`config.mk`:
```
export PLATFORM = sky130hd
export DESIGN_NAME = ptp_timestamp_event_unit
export DESIGN_NICKNAME = d
export VERILOG_FILES = /design/src/rtl/tsu_pkg.sv /design/src/rtl/ptp_timestamp_event_unit.sv
export SDC_FILE = /design/constraint.sdc
export NUM_CORES = 2
export LEC_CHECK = 0
export BUFFER_PORTS_ARGS = -buffer_cell sky130_fd_sc_hd__buf_2
export CAP_MARGIN = 20
export CORE_MARGIN = 3
export CORE_UTILIZATION = 45
export DETAILED_ROUTE_END_ITERATION = 10
export HOLD_SLACK_MARGIN = 0.02
export PLACE_DENSITY = 0.57
export SLEW_MARGIN = 20
export SYNTH_ARGS = -nofsm -noshare
export SYNTH_HDL_FRONTEND = slang
export SYNTH_SLANG_ARGS = --single-unit
```
`constraint.sdc`:
```
create_clock -name I_MCLK -period 4.41 [get_ports I_MCLK]
set_input_delay 0.6615 -clock I_MCLK [delete_from_list [all_inputs] [get_ports I_MCLK]]
set_output_delay 0.6615 -clock I_MCLK [all_outputs]
set_load 0.01 [all_outputs]
```
`src/rtl/tsu_pkg.sv`:
```
/*
  Package for the time stamp event unit: register map, field positions,
  reset values, event codes, source slots, queue depth and source counts.
  Assumes a 32-bit APB slave with word-aligned byte addresses.
*/
package tsu_pkg;

  // ---------------------------------------------------------------
  // register byte offsets
  // ---------------------------------------------------------------
  localparam logic [7:0] A_CTRL  = 8'h00; // time control register
  localparam logic [7:0] A_STAT  = 8'h04; // raw interrupt status
  localparam logic [7:0] A_INTEN = 8'h08; // interrupt enable register
  localparam logic [7:0] A_PUSH  = 8'h0c; // software push register
  localparam logic [7:0] A_LDVAL = 8'h10; // counter load value
  localparam logic [7:0] A_LDEN  = 8'h14; // counter load enable
  localparam logic [7:0] A_CMPV  = 8'h18; // compare value
  localparam logic [7:0] A_CMPL  = 8'h1c; // compare pulse length
  localparam logic [7:0] A_POP   = 8'h20; // event pop
  localparam logic [7:0] A_EVLO  = 8'h24; // event low word
  localparam logic [7:0] A_EVMID = 8'h28; // event middle word
  localparam logic [7:0] A_EVHI  = 8'h2c; // event high word
  localparam logic [7:0] A_CNT   = 8'h30; // live counter

  // ---------------------------------------------------------------
  // fields and reset values
  // ---------------------------------------------------------------
  localparam int         CTRL_EN_BIT  = 0;
  localparam int         CTRL_POL_BIT = 1;
  localparam int         CTRL_SEL_LSB = 4;
  localparam logic       CTRL_POL_RST = 1'b1; // compare output active high
  localparam logic [4:0] FIFO_DEPTH   = 5'd16;
  localparam int         NSRC         = 16;
  localparam int         NHW          = 8;
  localparam int         NPORT        = 2;

  // ---------------------------------------------------------------
  // event type codes
  // ---------------------------------------------------------------
  localparam logic [3:0] EV_SW   = 4'h0;
  localparam logic [3:0] EV_HW   = 4'h1;
  localparam logic [3:0] EV_ROLL = 4'h2;
  localparam logic [3:0] EV_HALF = 4'h3;
  localparam logic [3:0] EV_RX   = 4'h4;
  localparam logic [3:0] EV_TX   = 4'h5;
  localparam logic [3:0] EV_CMP  = 4'h6;

  // ---------------------------------------------------------------
  // source slots, lowest index wins the queue
  // ---------------------------------------------------------------
  localparam int SRC_SW   = 0;
  localparam int SRC_ROLL = 1;
  localparam int SRC_HALF = 2;
  localparam int SRC_CMP  = 3;
  localparam int SRC_RX   = 4;
  localparam int SRC_TX   = 6;
  localparam int SRC_HW   = 8;

  // record: low=stamp, mid={3'b0,port,type,msg,seq}, high={24'b0,domain}
  function automatic logic [95:0] mk_rec(input logic [3:0] t, input logic [4:0] p,
    input logic [31:0] ts, input logic [3:0] m, input logic [15:0] s, input logic [7:0] d);
    mk_rec = {24'h0, d, 3'h0, p, t, m, s, ts};
  endfunction : mk_rec

endpackage : tsu_pkg

```
`src/rtl/ptp_timestamp_event_unit.sv`:
```
/*
  Time stamp event unit: 32-bit counter, event queue, compare pulse,
  sync pulse and APB register file. I_MCLK is the stamp reference clock.
  Assumes port datapaths drive one-cycle valid pulses on I_MCLK and that
  hardware push inputs are asynchronous slow levels.
*/
// How it works
// - counter held zero while enable clear
// - counter counts up each clock when enabled
// - software may load the counter value
// - event queue holds sixteen records
// - overflow drops silently, no flag
// - pending output and raw status show events
// - pending output gated by enable bit
// - compare pulse lasts programmed length
// - compare edge three clocks after match
// - compare pulse rise queues an event
// - polarity bit sets compare active level
// - sync output follows selected bit, zero disables
// - select code n picks bit 16+n
// - sync waits for fresh rise after select
// - sync lags two clocks, makes no events
// - records are 96 bits, three words
// - stamp valid for push and ethernet events
// - ethernet events carry port, type, seq, domain
// - software push stamps counter at write
// - receive two step via sof stamp, transmit one step at valid
// - two ports each with rx and tx
// - hardware pushes synchronised, rising edge queued
// - wrap to zero queues rollover event
// - crossing midpoint queues half rollover
`timescale 1ns/1ps
`default_nettype none

module ptp_timestamp_event_unit
  import tsu_pkg::*;
(
  input  wire logic        I_MCLK,
  input  wire logic        I_ARST_N,
  input  wire logic        I_PSEL,
  input  wire logic        I_PENABLE,
  input  wire logic        I_PWRITE,
  input  wire logic [7:0]  I_PADDR,
  input  wire logic [31:0] I_PWDATA,
  output var  logic [31:0] O_PRDATA,
  output var  logic        O_PREADY,
  output var  logic        O_PSLVERR,
  input  wire logic [1:0]  I_RX_SOF,
  input  wire logic [1:0]  I_RX_VALID,
  input  wire logic [7:0]  I_RX_MSG,
  input  wire logic [31:0] I_RX_SEQ,
  input  wire logic [15:0] I_RX_DOM,
  input  wire logic [1:0]  I_TX_VALID,
  input  wire logic [7:0]  I_TX_MSG,
  input  wire logic [31:0] I_TX_SEQ,
  input  wire logic [15:0] I_TX_DOM,
  input  wire logic [7:0]  I_HW_PUSH,
  output var  logic        O_COMPARE_PULSE_OUT,
  output var  logic        O_SYNC_PULSE_OUT,
  output var  logic        O_TS_PEND
);

  // ---------------------------------------------------------------
  // state
  // ---------------------------------------------------------------
  typedef struct packed {
    logic [31:0]             cnt;
    logic                    en;
    logic                    pol;
    logic [3:0]              sel;
    logic                    pend_en;
    logic [31:0]             ldval;
    logic [31:0]             cmpv;
    logic [15:0]             cmpl;
    logic [1:0]              cmp_dly;
    logic                    cmp_act;
    logic [15:0]             cmp_left;
    logic                    comp_out;
    logic                    sync_arm;
    logic                    sync_s1;
    logic                    sync_out;
    logic [7:0]              hw_m;
    logic [7:0]              hw_s;
    logic [7:0]              hw_d;
    logic [1:0][31:0]        rx_ts;
    logic [15:0]             pv;
    logic [15:0][95:0]       pr;
    logic [15:0][95:0]       mem;
    logic [3:0]              wp;
    logic [3:0]              rp;
    logic [4:0]              num;
    logic                    pready;
    logic [31:0]             prdata;
    logic                    pslverr;
    logic                    pend;
  } st_s;

  st_s                q;
  st_s                n;
  logic               setup;
  logic               wr;
  logic               mapped;
  logic               ld;
  logic               roll;
  logic               half;
  logic               cmp_hit;
  logic               cmp_rise;
  logic               selbit;
  logic               push;
  logic               pop;
  logic [3:0]         pick;
  logic [15:0]        fire;
  logic [15:0][95:0]  rec;
  logic [95:0]        head;
  logic [31:0]        rdmux;

  // ---------------------------------------------------------------
  // bus decode and event sources
  // ---------------------------------------------------------------
  assign setup    = I_PSEL & ~I_PENABLE;
  assign wr       = I_PSEL & I_PENABLE & q.pready & I_PWRITE;
  assign mapped   = (I_PADDR <= A_CNT) && (I_PADDR[1:0] == 2'b00);
  assign ld       = wr && (I_PADDR == A_LDEN) && I_PWDATA[0];
  assign roll     = q.en & ~ld & (q.cnt == 32'hffffffff);
  assign half     = q.en & ~ld & (q.cnt == 32'h7fffffff);
  assign cmp_hit  = q.en & (q.cnt == q.cmpv) & (q.cmpl != 16'h0);
  assign cmp_rise = q.cmp_dly[1];
  assign selbit   = q.cnt[{1'b1, q.sel}];
  assign head     = q.mem[q.rp];
  assign push     = (q.pv != 16'h0) && (q.num < FIFO_DEPTH);
  assign pop      = wr && (I_PADDR == A_POP) && (q.num != 5'd0);

  // fixed sources, stamps invalid for rollovers
  assign fire[SRC_SW]   = wr && (I_PADDR == A_PUSH);
  assign fire[SRC_ROLL] = roll;
  assign fire[SRC_HALF] = half;
  assign fire[SRC_CMP]  = cmp_rise;
  assign rec[SRC_SW]    = mk_rec(EV_SW, 5'd0, q.cnt, 4'h0, 16'h0, 8'h0);
  assign rec[SRC_ROLL]  = mk_rec(EV_ROLL, 5'd0, 32'h0, 4'h0, 16'h0, 8'h0);
  assign rec[SRC_HALF]  = mk_rec(EV_HALF, 5'd0, 32'h0, 4'h0, 16'h0, 8'h0);
  assign rec[SRC_CMP]   = mk_rec(EV_CMP, 5'd0, q.cnt, 4'h0, 16'h0, 8'h0);

  // per-port rx and tx sources; receive stamp taken at sof
  genvar gp;
  generate
    for (gp = 0; gp < NPORT; gp++) begin : g_port
      assign fire[SRC_RX+gp] = I_RX_VALID[gp];
      assign fire[SRC_TX+gp] = I_TX_VALID[gp];
      assign rec[SRC_RX+gp]  = mk_rec(EV_RX, 5'(gp + 1), q.rx_ts[gp], I_RX_MSG[gp*4 +: 4],
                                      I_RX_SEQ[gp*16 +: 16], I_RX_DOM[gp*8 +: 8]);
      assign rec[SRC_TX+gp]  = mk_rec(EV_TX, 5'(gp + 1), q.cnt, I_TX_MSG[gp*4 +: 4],
                                      I_TX_SEQ[gp*16 +: 16], I_TX_DOM[gp*8 +: 8]);
    end
  endgenerate

  // hardware pushes: rising edge after two-flop sync
  genvar gh;
  generate
    for (gh = 0; gh < NHW; gh++) begin : g_hw
      assign fire[SRC_HW+gh] = q.hw_s[gh] & ~q.hw_d[gh];
      assign rec[SRC_HW+gh]  = mk_rec(EV_HW, 5'(gh + 1), q.cnt, 4'h0, 16'h0, 8'h0);
    end
  endgenerate

  // fixed-priority pick among pending sources, lowest slot first
  always_comb begin
    pick = 4'h0;
    for (int i = NSRC - 1; i >= 0; i--) begin
      if (q.pv[i]) begin
        pick = 4'(i);
      end
    end
  end

  // read data for the access phase
  always_comb begin
    case (I_PADDR)
      A_CTRL:  rdmux = {24'h0, q.sel, 2'b00, q.pol, q.en};
      A_STAT:  rdmux = {31'h0, q.num != 5'd0};
      A_INTEN: rdmux = {31'h0, q.pend_en};
      A_LDVAL: rdmux = q.ldval;
      A_CMPV:  rdmux = q.cmpv;
      A_CMPL:  rdmux = {16'h0, q.cmpl};
      A_EVLO:  rdmux = head[31:0];
      A_EVMID: rdmux = head[63:32];
      A_EVHI:  rdmux = head[95:64];
      A_CNT:   rdmux = q.cnt;
      default: rdmux = 32'h0;
    endcase
  end

  // ---------------------------------------------------------------
  // next state
  // ---------------------------------------------------------------
  always_comb begin
    n = q;
    // apb: one-cycle setup then a zero-wait access
    n.pready  = setup;
    n.pslverr = setup & ~mapped;
    n.prdata  = setup ? rdmux : 32'h0;
    if (wr) begin
      case (I_PADDR)
        A_CTRL: begin
          n.en       = I_PWDATA[CTRL_EN_BIT];
          n.pol      = I_PWDATA[CTRL_POL_BIT];
          n.sel      = I_PWDATA[CTRL_SEL_LSB +: 4];
          n.sync_arm = 1'b0;
        end
        A_INTEN: n.pend_en = I_PWDATA[0];
        A_LDVAL: n.ldval   = I_PWDATA;
        A_CMPV:  n.cmpv    = I_PWDATA;
        A_CMPL:  n.cmpl    = I_PWDATA[15:0];
        default: n.en      = q.en;
      endcase
    end
    // counter
    if (!q.en) begin
      n.cnt = 32'h0;
    end else if (ld) begin
      n.cnt = q.ldval;
    end else begin
      n.cnt = q.cnt + 32'h1;
    end
    // compare: two delay flops then the pulse flop
    n.cmp_dly = {q.cmp_dly[0], cmp_hit};
    if (cmp_rise) begin
      n.cmp_act  = (q.cmpl != 16'h0);
      n.cmp_left = q.cmpl;
    end else if (q.cmp_act) begin
      n.cmp_left = q.cmp_left - 16'h1;
      n.cmp_act  = (q.cmp_left != 16'h1);
    end
    n.comp_out = n.pol ? n.cmp_act : ~n.cmp_act;
    // sync: arm on a low bit, so only a fresh rise passes
    if (!wr || I_PADDR != A_CTRL) begin
      if (!selbit) begin
        n.sync_arm = 1'b1;
      end
    end
    n.sync_s1  = (q.sel != 4'h0) & q.sync_arm & selbit;
    n.sync_out = q.sync_s1;
    // hardware push synchronisers
    n.hw_m = I_HW_PUSH;
    n.hw_s = q.hw_m;
    n.hw_d = q.hw_s;
    // receive stamps at start of frame
    for (int p = 0; p < NPORT; p++) begin
      if (I_RX_SOF[p]) begin
        n.rx_ts[p] = q.cnt;
      end
    end
    // pending slots: a new event wins over the drain of its slot
    for (int i = 0; i < NSRC; i++) begin
      if (push && (pick == 4'(i))) begin
        n.pv[i] = 1'b0;
      end
      if (fire[i]) begin
        n.pv[i] = 1'b1;
        n.pr[i] = rec[i];
      end
    end
    // queue, sixteen deep, full simply waits
    if (push) begin
      n.mem[q.wp] = q.pr[pick];
      n.wp        = q.wp + 4'h1;
    end
    if (pop) begin
      n.rp = q.rp + 4'h1;
    end
    n.num  = q.num + {4'h0, push} - {4'h0, pop};
    n.pend = q.pend_en & (n.num != 5'd0);
  end

  // ---------------------------------------------------------------
  // registers
  // ---------------------------------------------------------------
  always_ff @(posedge I_MCLK or negedge I_ARST_N) begin
    if (!I_ARST_N) begin
      q       <= '0;
      q.pol   <= CTRL_POL_RST;
    end else begin
      q <= n;
    end
  end

  assign O_PRDATA  = q.prdata;
  assign O_PREADY  = q.pready;
  assign O_PSLVERR = q.pslverr;
  assign O_COMPARE_PULSE_OUT = q.comp_out;
  assign O_SYNC_PULSE_OUT = q.sync_out;
  assign O_TS_PEND = q.pend;
endmodule : ptp_timestamp_event_unit

`default_nettype wire

```
# Word level (Yosys, flattened, before mapping)
# Index checks and enable logic that the tools add are counted.
[totals]
input_bits = 171
reg_bits = 2411
word_cells = 283
[op_classes]
n_eq_ne = 31
n_addsub = 6
reduce_logical = 57
n_lt_le_gt_ge = 7
bitwise = 33
mux = 74
[op_table]
columns = ["operator", "n"]
rows = [
  ["bitwise mux 1536 bit", 1],
  ["binary-select mux 96 bit (select 4 bit)", 2],
  ["demux 96 bit (select 4 bit)", 1],
  ["one-hot mux 32 bit (10 select lines)", 1],
  ["two-way mux 96 bit", 3],
  ["two-way mux 32 bit", 5],
  ["two-way mux 86 bit", 1],
  ["two-way mux 4 bit", 16],
  ["== test 8 x 6 -> 1 bit (second input constant)", 5],
  ["two-way mux 1 bit", 39],
  ["two-way mux 17 bit", 2],
  ["nonzero test 2 bit", 17],
  ["adder 32 x 1 -> 32 bit (second input constant)", 1],
  ["== test 32 x 31 -> 1 bit (second input constant)", 1],
  ["== test 32 bit", 1],
  ["== test 32 bit (second input constant)", 1],
  ["== test 4 bit (second input constant)", 8],
  ["== test 8 x 5 -> 1 bit (second input constant)", 4],
  ["nonzero test 16 bit", 2],
  ["logical AND 1 bit", 24],
  ["bitwise AND 1 bit", 21],
  ["== test 4 x 3 -> 1 bit (second input constant)", 4],
  ["== test 8 x 4 -> 1 bit (second input constant)", 2],
  ["two-way mux 16 bit", 1],
  ["25 further kinds", 45],
]

# Logic depth before layout (Yosys ltp)
[depth]
word_depth = 20
ltp_mapped = 18

# Worst setup path after synthesis
# OpenSTA, ideal clock, no wires.
[synth_timing]
path_kind = "register -> register"
from = "register q[3127] (netlist bit)"
to = "register q (netlist bit O_TS_PEND)"
required_time_ns = 4.286
stages_incl_launch_ff = 16
synth_period_minus_slack_ns = 3.351
setup_slack_ns = 1.059
arrival_time_ns = 3.227
path_cell_list = "dfrtp_1 > buf_6 > or4_1 > clkbuf_1 > nor2_1 > a31oi_1 > clkbuf_1 > inv_1 > ha_1 > inv_1 > ha_1 > inv_1 > fa_1 > inv_1 > or3_1 > o31a_1"
[synth_lines]
columns = ["element", "line", "source"]
rows = [
  ["from (decl)", "ptp_timestamp_event_unit.sv:98", "st_s q;"],
  ["from (signal assigned)", "ptp_timestamp_event_unit.sv:282", "q <= n;"],
]

# Final worst setup path
[layout_timing]
from = "register q[3134] (netlist bit)"
to = "register q[1220] (netlist bit)"
[layout_between]
elab_chain_len = 18
word_cells_on_any_way = 20
classes_between = "mux (18); reduce/logical (2)"
[layout_rtl]
columns = ["element", "line", "source"]
rows = [
  ["two-way mux 4 bit (15 in a row)", "ptp_timestamp_event_unit.sv:169", "if (q.pv[i]) begin"],
  ["binary-select mux 96 bit (select 4 bit)", "ptp_timestamp_event_unit.sv:264", "n.mem[q.wp] = q.pr[pick];"],
  ["two-way mux 96 bit (not written as such)", "ptp_timestamp_event_unit.sv:264", ""],
  ["bitwise mux 1536 bit", "ptp_timestamp_event_unit.sv:264", ""],
]
# Parallel ways exist; a longest one is shown, timed or not. The select of a mux whose other input is x is not followed.
# A chain may end at the register's enable or synchronous reset.

==> flow_metrics.py <==
metrics = {
    "status": {
        "status": "complete, no violations",
    },
    "timing": {
        "fin_crit_sh_pct": 86.53,
        "fmax_ghz": 0.2621,
        "tns_ps": 0,
        "fin_crit_ps": 3816,
        "rsz0062_at_grt": "no",
        "finalSetupViolations": 0,
        "maxSlewHeadroom_pct": 22.59,
        "slew_viol_final": 0,
        "finalWorstSetupSlack_ps": 594.0,
        "fin_hold_ws_ps": 72.79,
        "finClkSkew_ps": 38.30,
        "hold_viol": 0,
        "worstMarginPinSlew_ps": 1161,
    },
    "global_routing": {
        "grt_max_degree": 146,
        "antenna_found_initial": 10,
        "grt_pass1_vias": 58426,
        "grt_usage_pct": 26.03,
        "grt_pass1_wl_um": 385200,
        "gr-total-overflow": 0,
    },
    "cts": {
        "max-clock-path-buffers": 3,
        "clk_latency_ps": 860,
        "clk_pin_slew_ps": 60,
        "cts_tree": "yes",
        "cts_max_level": 4,
        "cts_buffers": 207,
        "cts.sinks": 1941,
        "ctsResizeCount": 0,
        "clockRootBuffer": "clkbuf_16",
    },
    "pwr": {
        "switchingPower_mw": 14.67,
        "total_power_mw": 49.25,
        "ir_worst_vdd_uv": 338.2,
        "power_per_cell_area_mw_per_mm2": 502.1,
        "p_int_mw": 34.58,
        "power_frac_clock_pct": 35.8,
        "power_frac_seq_pct": 45.2,
        "switching_share_pct": 29.79,
        "cellLeakagePower_nw": 44.36,
        "pwr-share-comb_pct": 19.0,
    },
    "final_layout": {
        "drive_above_1_share_pct": 26.01,
        "area_growth_pct": 14.77,
        "instances_no_fill": 9975,
        "finalNetCount": 7493,
    },
    "route": {
        "routedWlPerCell_um": 25.47,
        "viasPerCell": 5.752,
        "drt-total-wl_um": 254100,
        "dr_total_vias": 57379,
        "drc": 0,
        "drt_pre_antenna_iters": 6,
        "drt_iter0_drc": 4745,
        "antenna_left": 0,
    },
    "synth": {
        "synthDistinctLibCells": 79,
        "synth.most_common_cell": "dfrtp_1",
        "ys_seq_area_share_pct": 56.83,
        "synth-edff-count": 0,
        "synth_area_leaders": "dfrtp_1 (57%), mux2_2 (9.1%), mux4_2 (8.8%)",
        "ys.flop_type": "dfrtp_1",
        "netlist_instances": 7163,
        "synth_top_cell_by_area": "dfrtp_1",
        "synthTopCellsByCount": "dfrtp_1 (1940), nand2_1 (1296), o21ai_0 (968)",
        "ys_ff_latch": 1941,
        "yosys_warnings": 0,
        "synth_top_area_share_pct": 56.80,
        "syn-num-nets": 7349,
        "syn_area_mm2": 0.08546,
        "syn_area_per_cell_um2": 11.93,
        "synthArstFlopShare_pct": 100.0,
    },
    "floorplanning": {
        "ios": 208,
        "start_util_pct": 45.41,
        "die_w_um": 441.8,
        "dieArea_mm2": 0.1952,
        "row_count": 159,
        "core_mm2": 0.1882,
        "fp.dieH_um": 441.8,
    },
    "setup_path": {
        "end_kind": "register",
        "cp-start-kind": "register",
        "critical_path_class": "reg2reg",
        "cp_max_fo": 27,
        "arrival_ps": 4510,
        "regToRegSetupSlack_ps": 590,
        "crit_required_ps": 5100,
    },
    "placement": {
        "io_buffer_count": 207,
        "place_hpwl_um": 162500,
        "dp.cells": 9482,
        "dp_slack_ps": 538.7,
        "place.gp.congestion": 0.8808,
    },
    "job": {
        "maxCapViolCount": 0,
    },
    "worst_hold_path": {
        "hold_path_class": "in2reg",
    },
}
## metal layers
layer  GRT usage, %  routed length, µm  up-vias
li1               -                  -    25645
met1          37.78             116500    29870
met3          3.681              13140      362
met2          40.82             116700     1502
met4          7.984               7709        0
met5              0                  0        -
## through the flow
step	utilization, %	instance area, µm²
global placement	47.83	90020
floorplan	-	85460
global route	52.11	98080
detailed placement	47.84	90040
CTS	52.11	98060
finish	52.12	98090
## cells by family (layout without fill, tap and decap cells)
group	count (synthesis)	in the layout	synth area share, %
DFF	1941	1941	56.83
other	0	6	0
adders and majority gates	15	15	0.2284
AOI/OAI and AO/OA	1501	1501	10.41
and+or+nand+nor	1760	1760	8.616
buffers and inverters	691	1002	3.421
xor gates and xnor gates	88	88	0.9018
muxes	1167	1167	19.59
## cells in the final DEF, fill, tap and decap left out, types with 21 or more instances in the layout
| cell | instances |
|---|---|
| dfrtp_1 | 1935 |
| nand2_1 | 1284 |
| o21ai_0 | 967 |
| mux2_2 | 694 |
| mux4_2 | 335 |
| buf_4 | 221 |
| clkbuf_16 | 209 |
| buf_2 | 202 |
| nor2_1 | 189 |
| mux2i_1 | 138 |
| o21ai_1 | 138 |
| dlygate4sd3_1 | 110 |
| nand3_1 | 102 |
| a22oi_1 | 72 |
| a21oi_1 | 68 |
| buf_12 | 65 |
| clkbuf_1 | 62 |
| xor2_1 | 52 |
| clkbuf_8 | 43 |
| xnor2_1 | 36 |
| a211oi_1 | 30 |
| clkinv_2 | 30 |
| a31oi_1 | 29 |
| inv_1 | 26 |
| o221ai_1 | 25 |
| nor4_1 | 22 |
| a222oi_1 | 21 |
## layout make-up
class / count / area [µm²]
clock buffers: 314 / 6055
fillers: 16431 / 90110
repair buffers: 599 / 5084
clock inverters: 62 / 864.6
flip-flops and latches: 1941 / 48590
diodes: 6 / 15.01
well taps: 2495 / 3122
inverters: 27 / 101.3
multi-input cells: 4531 / 34260
## worst paths after layout
path	startpoint	endpoint	cells past startpoint
max	q[3134]	q[1220]	11
min	I_RX_SEQ[26]	q[2106]	2
max reg2reg	q[3134]	q[1220]	11
min reg2reg	n[3211]	n[3203]	0
max in group asynchronous	I_ARST_N	q[3149]	4
min in group asynchronous	I_ARST_N	q[393]	2
## registers in the layout, indices dropped and copies added, names as in the netlist
signal,count
O_PSLVERR,1
n,18
cmp_rise,1
O_TS_PEND,1
O_PREADY,1
O_SYNC_PULSE_OUT,1
O_PRDATA,32
q,1885
O_COMPARE_PULSE_OUT,1
## repair_timing
item / CTS / global route
endpoints found under the hold margin: 165 / 0
buffers inserted: 0 / 0
hold buffers: 110 / 0
## worst max-delay path, stage by stage (launching register included)
cell and delay (ps):
dfrtp_1 410, nand2b_1 180, a2111o_1 480, a311o_2 700
buf_12 300, buf_4 180, mux2i_1 150, o221ai_1 130
a211o_1 320, a2111oi_4 280, buf_4 340, o21ai_0 140
## power groups by stage
stage / combinational (mW) / sequential, mW / clock, mW
global placement: 9.10 / 22.4 / 0
CTS: 9.41 / 22.3 / 18.0
finish: 9.34 / 22.3 / 17.6
detailed placement: 9.32 / 22.6 / 0
global route: 10.4 / 22.6 / 18.7
floorplan: 6.06 / 22.0 / 0
Note: power is estimated with default switching activity, not from simulation.
